### src/fault_timing_pkg.sv
// Constants for the port fault-timing block
package fault_timing_pkg;

  // ---------------------------------------------------------------
  // Command decode
  // ---------------------------------------------------------------
  localparam logic [7:0] FAULT_TIMEOUT_CONFIG_CMD = 8'h16;
  localparam logic [7:0] FAULT_TIMEOUT_CONFIG_RST = 8'h00;

  // ---------------------------------------------------------------
  // Field positions
  // ---------------------------------------------------------------
  localparam int CURRENT_LIMIT_CODE_LSB = 6;
  localparam int STARTUP_CODE_LSB       = 4;
  localparam int OVERLOAD_CODE_LSB      = 2;
  localparam int DROPOUT_CODE_LSB       = 0;

  // ---------------------------------------------------------------
  // Timing
  // ---------------------------------------------------------------
  localparam int CLK_PERIOD_NS   = 5;
  localparam int TICK_PERIOD_NS  = 100_000;
  localparam int TICK_CYCLES     = TICK_PERIOD_NS / CLK_PERIOD_NS;
  localparam int COOL_DOWN_MS    = 1000;
  localparam int COOL_DOWN_TICKS = COOL_DOWN_MS * 1_000_000
                                   / TICK_PERIOD_NS;
  localparam int DECAY_DIVIDE    = 16;
  localparam int LIM_CNT_W       = 12;
  localparam int COOL_CNT_W      = 14;
  localparam int TICK_CNT_W      = 16;

endpackage

### src/pse_port_fault_timing.sv
// Shared fault-timing register and per-port current-limit timers
//
// Notes on behaviour
// - Register reached by command 16h, one byte
// - One register times every port alike
// - Any timeout fault clears power-good and enable
// - Fields 7-6, 5-4, 3-2, 1-0; reset zero
// - Count up after start-up, while limiting
// - Counter at timeout switches port off
// - One-second cool-down blocks power-on
// - Below limit, decay at one sixteenth, floor zero
// - Turn-off commands and events clear counter
// - Changed limit code restarts running counters
// - Reset or off/manual cancels cool-down; restart detect
`timescale 1ns/1ps

module pse_port_fault_timing
  import fault_timing_pkg::*;
#(
  parameter int NPORTS      = 4,
  parameter int TICK_CYC    = fault_timing_pkg::TICK_CYCLES,
  parameter int COOL_TICKS  = fault_timing_pkg::COOL_DOWN_TICKS,
  parameter logic [fault_timing_pkg::LIM_CNT_W-1:0] LIM_TICKS0 = 12'd600,
  parameter logic [fault_timing_pkg::LIM_CNT_W-1:0] LIM_TICKS1 = 12'd150,
  parameter logic [fault_timing_pkg::LIM_CNT_W-1:0] LIM_TICKS2 = 12'd100,
  parameter logic [fault_timing_pkg::LIM_CNT_W-1:0] LIM_TICKS3 = 12'd60
) (
  // Clock and reset
  input  wire logic              ref_clk_i,
  input  wire logic              rst_i,
  // Management command port
  input  wire logic              cmd_valid_i,
  input  wire logic [7:0]        cmd_code_i,
  input  wire logic              cmd_write_i,
  input  wire logic [7:0]        cmd_wdata_i,
  output logic                   rsp_valid_o,
  output logic [7:0]             rsp_rdata_o,
  // Timing codes to the other port engines
  output logic [1:0]             current_limit_timeout_code_o,
  output logic [1:0]             startup_timeout_code_o,
  output logic [1:0]             overload_timeout_code_o,
  output logic [1:0]             signature_dropout_timeout_code_o,
  // Per-port status and control
  input  wire logic [NPORTS-1:0] power_on_req_i,
  input  wire logic [NPORTS-1:0] power_good_sense_i,
  input  wire logic [NPORTS-1:0] startup_done_i,
  input  wire logic [NPORTS-1:0] at_current_limit_i,
  input  wire logic [NPORTS-1:0] overload_fault_i,
  input  wire logic [NPORTS-1:0] dropout_fault_i,
  input  wire logic [NPORTS-1:0] startup_fault_i,
  input  wire logic [NPORTS-1:0] enable_off_cmd_i,
  input  wire logic [NPORTS-1:0] port_reset_cmd_i,
  input  wire logic [NPORTS-1:0] dc_disconnect_i,
  input  wire logic [NPORTS-1:0] shutdown_priority_i,
  input  wire logic [NPORTS-1:0] off_or_manual_mode_i,
  input  wire logic [NPORTS-1:0] semiauto_detect_en_i,
  // Fast shutdown pin
  input  wire logic              fast_shutdown_input_i,
  // Per-port outputs
  output logic [NPORTS-1:0]      port_power_good_bit_o,
  output logic [NPORTS-1:0]      port_power_enable_bit_o,
  output logic [NPORTS-1:0]      cool_down_active_o,
  output logic [NPORTS-1:0]      current_limit_trip_o,
  output logic [NPORTS-1:0]      detect_restart_o
);
  import fault_timing_pkg::*;

  // ---------------------------------------------------------------
  // Register access
  // ---------------------------------------------------------------
  logic [7:0] fault_timeout_config;
  logic [7:0] next_config;
  wire        cmd_hit   = cmd_valid_i
                          && (cmd_code_i == FAULT_TIMEOUT_CONFIG_CMD);
  wire        cfg_write = cmd_hit && cmd_write_i;
  wire [1:0]  lim_code  = fault_timeout_config[CURRENT_LIMIT_CODE_LSB +: 2];
  wire [1:0]  new_lim   = cmd_wdata_i[CURRENT_LIMIT_CODE_LSB +: 2];
  wire        lim_changed = cfg_write && (new_lim != lim_code);

  assign next_config = cfg_write ? cmd_wdata_i : fault_timeout_config;

  always_ff @(posedge ref_clk_i) begin
    if (rst_i) begin
      fault_timeout_config <= FAULT_TIMEOUT_CONFIG_RST;
      rsp_valid_o          <= 1'b0;
      rsp_rdata_o          <= 8'h00;
    end else begin
      fault_timeout_config <= next_config;
      rsp_valid_o          <= cmd_hit && !cmd_write_i;
      rsp_rdata_o          <= cmd_hit ? fault_timeout_config : 8'h00;
    end
  end

  // Codes leave from flops, same edge as the register
  wire [1:0] next_lim_code   = next_config[CURRENT_LIMIT_CODE_LSB +: 2];
  wire [1:0] next_start_code = next_config[STARTUP_CODE_LSB +: 2];
  wire [1:0] next_ovld_code  = next_config[OVERLOAD_CODE_LSB +: 2];
  wire [1:0] next_drop_code  = next_config[DROPOUT_CODE_LSB +: 2];
  always_ff @(posedge ref_clk_i) begin
    if (rst_i) begin
      current_limit_timeout_code_o     <= 2'h0;
      startup_timeout_code_o           <= 2'h0;
      overload_timeout_code_o          <= 2'h0;
      signature_dropout_timeout_code_o <= 2'h0;
    end else begin
      current_limit_timeout_code_o     <= next_lim_code;
      startup_timeout_code_o           <= next_start_code;
      overload_timeout_code_o          <= next_ovld_code;
      signature_dropout_timeout_code_o <= next_drop_code;
    end
  end

  // ---------------------------------------------------------------
  // Timer tick and shared limit
  // ---------------------------------------------------------------
  logic [TICK_CNT_W-1:0] tick_cnt;
  wire  tick = (tick_cnt == TICK_CNT_W'(TICK_CYC - 1));

  always_ff @(posedge ref_clk_i) begin
    if (rst_i) tick_cnt <= '0;
    else       tick_cnt <= tick ? '0 : tick_cnt + 1'b1;
  end

  logic [LIM_CNT_W-1:0] lim_ticks;
  always_comb begin
    case (lim_code)
      2'h0:    lim_ticks = LIM_TICKS0;
      2'h1:    lim_ticks = LIM_TICKS1;
      2'h2:    lim_ticks = LIM_TICKS2;
      default: lim_ticks = LIM_TICKS3;
    endcase
  end

  // ---------------------------------------------------------------
  // Fast shutdown pin synchroniser
  // ---------------------------------------------------------------
  logic oss_meta;
  logic oss_sync;
  always_ff @(posedge ref_clk_i) begin
    if (rst_i) begin
      oss_meta <= 1'b0;
      oss_sync <= 1'b0;
    end else begin
      oss_meta <= fast_shutdown_input_i;
      oss_sync <= oss_meta;
    end
  end

  // ---------------------------------------------------------------
  // Per-port timers, all driven by the one shared limit
  // ---------------------------------------------------------------
  genvar p;
  generate
    for (p = 0; p < NPORTS; p++) begin : g_port
      logic [LIM_CNT_W-1:0]  cnt;
      logic [3:0]            decay_pre;
      logic [COOL_CNT_W-1:0] cool;
      logic [LIM_CNT_W-1:0]  next_cnt;
      logic [COOL_CNT_W-1:0] next_cool;

      wire off_evt   = enable_off_cmd_i[p] || port_reset_cmd_i[p]
                       || dc_disconnect_i[p]
                       || (oss_sync && shutdown_priority_i[p]);
      wire counting  = port_power_enable_bit_o[p] && startup_done_i[p]
                       && at_current_limit_i[p];
      wire inc       = tick && counting;
      wire trip      = inc && ((cnt + 1'b1) >= lim_ticks);
      wire decay     = tick && !at_current_limit_i[p]
                       && (decay_pre == 4'(DECAY_DIVIDE - 1))
                       && (cnt != '0);
      wire restart   = lim_changed && (cnt != '0);
      wire cancel    = port_reset_cmd_i[p]
                       || off_or_manual_mode_i[p];
      wire cool_done = tick && (cool == COOL_CNT_W'(1)) && !cancel;
      wire fault_any = trip || overload_fault_i[p] || dropout_fault_i[p]
                       || startup_fault_i[p];

      always_comb begin
        if (off_evt || restart || trip)
          next_cnt = '0;
        else if (inc)
          next_cnt = cnt + 1'b1;
        else if (decay)
          next_cnt = cnt - 1'b1;
        else
          next_cnt = cnt;
      end

      always_comb begin
        if (cancel)
          next_cool = '0;
        else if (trip)
          next_cool = COOL_CNT_W'(COOL_TICKS);
        else if (tick && (cool != '0))
          next_cool = cool - 1'b1;
        else
          next_cool = cool;
      end

      always_ff @(posedge ref_clk_i) begin
        if (rst_i) begin
          cnt       <= '0;
          decay_pre <= 4'h0;
          cool      <= '0;
        end else begin
          cnt       <= next_cnt;
          decay_pre <= (off_evt || inc) ? 4'h0
                       : (tick ? decay_pre + 1'b1 : decay_pre);
          cool      <= next_cool;
        end
      end

      // Fault wins over a same-cycle power-on request
      always_ff @(posedge ref_clk_i) begin
        if (rst_i) begin
          port_power_enable_bit_o[p] <= 1'b0;
          port_power_good_bit_o[p]   <= 1'b0;
          cool_down_active_o[p]      <= 1'b0;
          current_limit_trip_o[p]    <= 1'b0;
          detect_restart_o[p]        <= 1'b0;
        end else begin
          if (fault_any || off_evt)
            port_power_enable_bit_o[p] <= 1'b0;
          else if (power_on_req_i[p] && (cool == '0) && !trip)
            port_power_enable_bit_o[p] <= 1'b1;
          if (fault_any || off_evt || !port_power_enable_bit_o[p])
            port_power_good_bit_o[p] <= 1'b0;
          else
            port_power_good_bit_o[p] <= power_good_sense_i[p];
          cool_down_active_o[p]   <= (next_cool != '0);
          current_limit_trip_o[p] <= trip;
          detect_restart_o[p]     <= cool_done
                                     && semiauto_detect_en_i[p];
        end
      end
    end
  endgenerate

endmodule

### config.mk
export PLATFORM = sky130hd
export DESIGN_NAME = pse_port_fault_timing
export DESIGN_NICKNAME = d
export VERILOG_FILES = /design/src/fault_timing_pkg.sv /design/src/pse_port_fault_timing.sv
export SDC_FILE = /design/constraint.sdc
export NUM_CORES = 1
export LEC_CHECK = 0
export BUFFER_PORTS_ARGS = -buffer_cell sky130_fd_sc_hd__buf_4
export CAP_MARGIN = 10
export CORE_MARGIN = 5
export CORE_UTILIZATION = 50
export DETAILED_ROUTE_END_ITERATION = 12
export PLACE_DENSITY = 0.69
export SLEW_MARGIN = 20
export SYNTH_ARGS = -nofsm -noshare
export SYNTH_HDL_FRONTEND = slang
export SYNTH_SLANG_ARGS = --single-unit
### constraint.sdc
create_clock -name ref_clk_i -period 3.7 [get_ports ref_clk_i]
set_input_delay 0.37 -clock ref_clk_i [delete_from_list [all_inputs] [get_ports ref_clk_i]]
set_output_delay 0.37 -clock ref_clk_i [all_outputs]
set_load 0.005 [all_outputs]
; ---- Word-level counts from Yosys, hierarchy flattened
; Cells that the tools add are included.
[totals]
regBits = 183
input_bits = 73
output_inout_bits = 37
wordCells = 267
[classes]
addsub = 17
magnitude_cmp = 4
n_eq_ne = 13
n_mux = 22
n_bitwise = 1
reduce_logical = 168
[ops]
columns = operator, n
row1 = $mux W14, 12
row2 = $reduce_bool A14 Y1, 8
row3 = $mux W12, 8
row4 = $logic_and A1 B1 Y1, 64
row5 = $eq A14 B1 Y1 const B, 4
row6 = $logic_not A14 Y1, 4
row7 = $sub A14 B1 Y14 const B, 4
row8 = $add A12 B1 Y12 const B, 4
row9 = $ge A12 B12 Y1, 4
row10 = $logic_or A1 B1 Y1, 48
row11 = $reduce_bool A12 Y1, 4
row12 = $sub A12 B1 Y12 const B, 4
row13 = $reduce_or A2 Y1, 18
row14 = $pmux W10 S3, 1
row15 = $logic_not A1 Y1, 17
row16 = $add A16 B1 Y16 const B, 1
row17 = $add A4 B1 Y4 const B, 4
row18 = $eq A16 B15 Y1 const B, 1
row19 = $eq A4 B4 Y1 const B, 4
row20 = $eq A8 B5 Y1 const B, 1
row21 = $mux W8, 1
row22 = $reduce_bool A2 Y1, 4
row23 = $eq A2 B1 Y1 const B, 1
row24 = $eq A2 B2 Y1 const B, 1
row25 = other kinds (3), 3

; ---- Logic depth before layout (Yosys ltp)
[logic_depth]
word_depth = 10
ltp_mapped = 14

; ---- Least setup slack after synthesis
; OpenSTA, ideal clock, no wires.
[synth_path]
path_type = reg2reg
startpoint = register g_port[0].cnt[0]
endpoint = register g_port[0].cnt[5]
setup_ns = 0.070
arrival_ns = 2.920
required_ns = 3.630
path_slack_ns = 0.710
path_stages_with_launch = 14
n_path_buf = 2
path_cell_list = dfxtp_1 > clkbuf_1 > inv_1 > ha_1 > inv_1 > ha_1 > and3_1 > o311ai_0 > a21oi_1 > o41ai_4 > nand2_1 > a21o_1 > buf_2 > a21oi_1
[synth_via]
elab_chain_len = 5
word_cells_on_any_way = 13
classes_between = add/sub (2) / order compare (1) / mux (2) / reduce/logical (8)
[synth_lines]
columns = item, line_no
row1 = from (decl), pse_port_fault_timing.sv:155  ; logic [LIM_CNT_W-1:0] cnt;
row2 = from (signal assigned), pse_port_fault_timing.sv:206  ; cnt <= next_cnt;
row3 = $add A12 B1 Y12 / $reduce_bool A12 Y1 (equally long branches), -
row4 = $ge A12 B12 Y1 / $logic_and A1 B1 Y1 (equally long branches), "pse_port_fault_timing.sv:167, pse_port_fault_timing.sv:171"
row5 = $logic_and A1 B1 Y1 / $logic_or A1 B1 Y1 (equally long branches), "pse_port_fault_timing.sv:167, pse_port_fault_timing.sv:179"
row6 = $logic_or A1 B1 Y1, pse_port_fault_timing.sv:179  ; if (off_evt || restart || trip)
row7 = $reduce_or A2 Y1 (no source line), -
; Parallel ways exist; a longest one is shown, timed or not. The select of a mux whose other input is x is not followed.
; A chain may end at the register's enable or synchronous reset.

; ---- Worst setup path after layout
[layout_path]
startpoint = register fault_timeout_config[7]
endpoint = register g_port[3].cnt[3]
[layout_via]
elab_chain_len = 6
word_cells_on_any_way = 12
classes_between = order compare (1) / eq/ne (3) / mux (1) / reduce/logical (7)
[layout_lines]
columns = item, line_no
row1 = from (decl), pse_port_fault_timing.sv:71  ; logic [7:0] fault_timeout_config;
row2 = from (signal assigned), pse_port_fault_timing.sv:88  ; fault_timeout_config <= next_config;
row3 = "$eq A2 B2 Y1, or another cell as far along", pse_port_fault_timing.sv:126  ; case (lim_code)
row4 = $pmux W10 S3 / $logic_and A1 B1 Y1 (equally long branches), "pse_port_fault_timing.sv:126, pse_port_fault_timing.sv:78"
row5 = $ge A12 B12 Y1 / $logic_and A1 B1 Y1 (equally long branches), "pse_port_fault_timing.sv:167, pse_port_fault_timing.sv:171"
row6 = $logic_and A1 B1 Y1 / $logic_or A1 B1 Y1 (equally long branches), "pse_port_fault_timing.sv:167, pse_port_fault_timing.sv:179"
row7 = $logic_or A1 B1 Y1 (*), pse_port_fault_timing.sv:179
row8 = $reduce_or A2 Y1 (no source line) (*), -
row9 = to (signal assigned), pse_port_fault_timing.sv:206
row10 = to (decl), pse_port_fault_timing.sv:155
; Every way passes the cells marked *; elsewhere a longest branch is shown, timed or not.

==> flow_metrics.env <==
export IMPL_final_max_slew_violation_count=0
export IMPL_fillers=1926
export IMPL_combinational_family_with_the_most_area_after_synthesis="simple AND/OR/NAND/NOR gates"
export IMPL_postLayoutSetupSlackWorst_ns=0.3805
export IMPL_post_cts_repair_setup_buffers=0
export IMPL_crit_required_ns=4.05
export IMPL_ir_worst_vdd_uv=230.9
export IMPL_final_layout_size_suffix_gt1_frac=0.1409
export IMPL_yosys_cell_count_top_type="sky130_fd_sc_hd__nor2_1"
export IMPL_synth_mux_area_frac=0.01444
export IMPL_die_y_um=154.8
export IMPL_critical_path_most_common_cell="sky130_fd_sc_hd__ha_1"
export IMPL_clock_sinks=175
export IMPL_synthFlopType="sky130_fd_sc_hd__dfxtp_1"
export IMPL_yosys_area_top_type_share=0.3340
export IMPL_timing_max_cap_violations=0
export IMPL_cts_htree_levels=4
export IMPL_cts_reportedPaths_clkPinSlew_ns=0.07
export IMPL_clock_root_buffer_master="sky130_fd_sc_hd__clkbuf_16"
export IMPL_power_leakage_nw=4.645
export IMPL_cp_num_buf_inv=1
export IMPL_synth_simple_gate_area_frac=0.2948
export IMPL_grt_antenna_before_repair=0
export IMPL_timing_critical_path_max_delay_family="simple AND/OR/NAND/NOR gates"
export IMPL_total_die_area_sq_um=23970
export IMPL_maxClockFrequency_mhz=301.2
export IMPL_vias_per_cell=5.669
export IMPL_power_per_cell_area_nw_per_um2=311.1
export IMPL_ys_seq_area_frac=0.3340
export IMPL_antenna_left=0
export IMPL_status="finished, final reports clean"
export IMPL_io_buffers=109
export IMPL_ys_top_cells_by_count="sky130_fd_sc_hd__nor2_1 (179), sky130_fd_sc_hd__dfxtp_1 (175), sky130_fd_sc_hd__nand2_1 (93)"
export IMPL_syn_cell_area_sq_um=10490
export IMPL_holdWs_ns=0.1001
export IMPL_dp_slack_ns=0.3948
export IMPL_grt_ovfl_total=0
export IMPL_cts_buffers=17
export IMPL_postCtsHoldBufs=0
export IMPL_grt_pass1_vias=8508
export IMPL_place_detailed_hpwl_um=18950
export IMPL_ys_async_rst_share=0
export IMPL_worst_path_largest_cell_delay_ns=0.50
export IMPL_worstSkewPairLatency_ns=0.43
export IMPL_dieWidth_um=154.8
export IMPL_critPathArrivalTime_ns=3.67
export IMPL_cp_startpoint="fault_timeout_config[7]"
export IMPL_groute_usage_overall=0.2103
export IMPL_yosysWarningCount=0
export IMPL_crit_path_top_delay_cell="sky130_fd_sc_hd__dfxtp_1"
export IMPL_place_gp_congestion=0.8827
export IMPL_cp_start_kind="register"
export IMPL_syn_instance_count=1278
export IMPL_synth_fp_nets=1413
export IMPL_report_final_setup_viol=0
export IMPL_worst_slew_pin_slew_ns=0.6822
export IMPL_timing_setup_tns_ns=0
export IMPL_detail_route_wl_per_cell_um=15.65
export IMPL_grt_max_degree=33
export IMPL_synth_edff_count=0
export IMPL_timing_hold_worst_start="startup_fault_i[2]"
export IMPL_synth_adder_area_share=0.07397
export IMPL_cts_resized_gates=0
export IMPL_regToRegStartpoint="fault_timeout_config[7]"
export IMPL_routed_wirelength_um=25630
export IMPL_yosys_top_cells_area="sky130_fd_sc_hd__dfxtp_1 (33%), sky130_fd_sc_hd__ha_1 (7.4%), sky130_fd_sc_hd__xnor2_1 (6.6%), sky130_fd_sc_hd__nor2_1 (6.4%), sky130_fd_sc_hd__xor2_1 (4.7%)"
export IMPL_tritoncts_clock_tree="yes"
export IMPL_longest_clk_path_bufs=2
export IMPL_timing_critical_path_cells="inv_1 -> ha_1 -> nor2_1 -> ha_1 -> a21o_1 -> a21oi_1 -> o41ai_1 -> a2bb2oi_1 -> a311o_1 -> nand3_1 -> nor3b_1"
export IMPL_path_class="register to register"
export IMPL_fp_coreArea_sq_um=20820
export IMPL_num_io_pins=110
export IMPL_post_synth_top_area_cell="sky130_fd_sc_hd__dfxtp_1"
export IMPL_core_rowCount=53
export IMPL_fin_worst_skew_ns=0.01428
export IMPL_drt_pass1_iter_count=5
export IMPL_grt_pass1_wl_um=42100
export IMPL_layout_worst_path_cycle_share=0.8972
export IMPL_synthToLayoutAreaGrowth_pct=14.55
export IMPL_detail_route_iter0_violations=497
export IMPL_crit_path_end_kind="register"
export IMPL_drc=0
export IMPL_hp_class="input pin to register"
export IMPL_finalHoldViolCount=0
export IMPL_critical_path_max_fanout=12
export IMPL_mean_instance_size_in_the_synthesized_netlist_sq_um=8.206
export IMPL_timing_final_crit_period_ns=3.320
export IMPL_synth_cell_type_count=80
export IMPL_rsz_0062_raised_after_global_routing="false"
export IMPL_synth_xor_area_share=0.1143
export IMPL_vias_post_dr=9286
export IMPL_antenna_diode_count=0
export IMPL_layout_nets=1486
export IMPL_synth_ff_latch_count=175
export IMPL_timing_slew_headroom=0.5410
export IMPL_synth_compound_area_share=0.1256
export IMPL_initial_utilization=0.5037
-- power breakdown --
group	total (mW)	internal (mW)	switching, mW	leakage, nW
clock network	1.74	0.939	0.802	0.270
registers	1.89	1.89	0.00433	1.41
logic	0.105	0.0590	0.0458	2.97
-- cell type report --
cell class              count  area (sq um)  area share
flip-flops and latches    175          3503      0.2916
clock inverters            13         131.4     0.01094
repair buffers            123         923.4     0.07686
multi-input cells         996          6540      0.5444
well taps                 275         344.1     0.02864
inverters                  38         142.6     0.01187
clock buffers              18         429.2     0.03572
-- final timing paths --
path / slack, ns / depth (start not counted) / to
max: 0.38 / 11 / g_port[3].cnt[3]
max reg2reg: 0.38 / 11 / g_port[3].cnt[3]
min reg2reg: 0.44 / 1 / oss_sync
min: 0.10 / 2 / port_power_good_bit_o[2]
-- cells in the final DEF (no fill, tap or decap), types with 13 or more instances in the layout --
cell type / synthesis / layout
sky130_fd_sc_hd__nor2_1: 179 / 179
sky130_fd_sc_hd__dfxtp_1: 175 / 175
sky130_fd_sc_hd__buf_4: 2 / 123
sky130_fd_sc_hd__nand2_1: 93 / 93
sky130_fd_sc_hd__a21oi_1: 80 / 80
sky130_fd_sc_hd__xnor2_1: 79 / 79
sky130_fd_sc_hd__ha_1: 62 / 62
sky130_fd_sc_hd__xor2_1: 56 / 56
sky130_fd_sc_hd__nand3_1: 52 / 51
sky130_fd_sc_hd__nor3_1: 50 / 50
sky130_fd_sc_hd__inv_1: 38 / 38
sky130_fd_sc_hd__nand4_1: 30 / 30
sky130_fd_sc_hd__nor4_1: 30 / 30
sky130_fd_sc_hd__and3_1: 22 / 22
sky130_fd_sc_hd__o21ai_0: 21 / 21
sky130_fd_sc_hd__clkbuf_16: 0 / 17
sky130_fd_sc_hd__or3_1: 16 / 16
sky130_fd_sc_hd__or4_1: 14 / 14
sky130_fd_sc_hd__mux2i_1: 14 / 14
sky130_fd_sc_hd__a31oi_1: 14 / 14
sky130_fd_sc_hd__and2_1: 13 / 13
sky130_fd_sc_hd__a211oi_1: 13 / 13
-- routing by layer --
| layer | wire length (um) | vias to the layer above | global-route usage |
|---|---|---|---|
| met5 | 0 | - | 0 |
| met4 | 535 | 0 | 0.06308 |
| met3 | 1542 | 36 | 0.04085 |
| met2 | 11580 | 274 | 0.3324 |
| met1 | 11970 | 4287 | 0.2918 |
| li1 | - | 4689 | - |
-- through the flow --
stage | cells | power, mW | utilization | instance area (sq um)
CTS | 1638 | 3.772 | 0.5767 | 12010
finish | 1638 | 3.737 | 0.5770 | 12010
detailed placement | 1607 | 2.039 | 0.5498 | 11450
global route | 1638 | 3.862 | 0.5770 | 12010
floorplan | 1278 | 1.966 | - | 10490
global placement | 1607 | 2.038 | 0.5498 | 11450
-- worst register-to-register path: stages, from the launching register on --
cell and delay, ns:
sky130_fd_sc_hd__dfxtp_1 0.50, sky130_fd_sc_hd__inv_1 0.14, sky130_fd_sc_hd__ha_1 0.31, sky130_fd_sc_hd__nor2_1 0.44, sky130_fd_sc_hd__ha_1 0.33, sky130_fd_sc_hd__a21o_1 0.18
sky130_fd_sc_hd__a21oi_1 0.17, sky130_fd_sc_hd__o41ai_1 0.10, sky130_fd_sc_hd__a2bb2oi_1 0.17, sky130_fd_sc_hd__a311o_1 0.21, sky130_fd_sc_hd__nand3_1 0.39, sky130_fd_sc_hd__nor3b_1 0.31
-- sequential cells by signal (all words and copies together), names as in the netlist, 4 cells and up --
| register | flops |
|---|---|
| port_power_enable_bit_o | 4 |
| fault_timeout_config | 8 |
| rsp_rdata_o | 8 |
| detect_restart_o | 4 |
| g_port.cool | 56 |
| tick_cnt | 16 |
| port_power_good_bit_o | 4 |
| g_port.decay_pre | 16 |
| g_port.cnt | 48 |
| cool_down_active_o | 4 |
| current_limit_trip_o | 4 |
-- cells by family (layout without fill, tap and decap cells) --
family	after synthesis	count (layout)
and+or+nand+nor	587	587
adders and majority gates	62	62
xor gates and xnor gates	136	136
AOI/OAI and AO/OA	196	196
muxes	15	15
DFF	175	175
buffers and inverters	107	192
(Power assumes the default switching activity.)
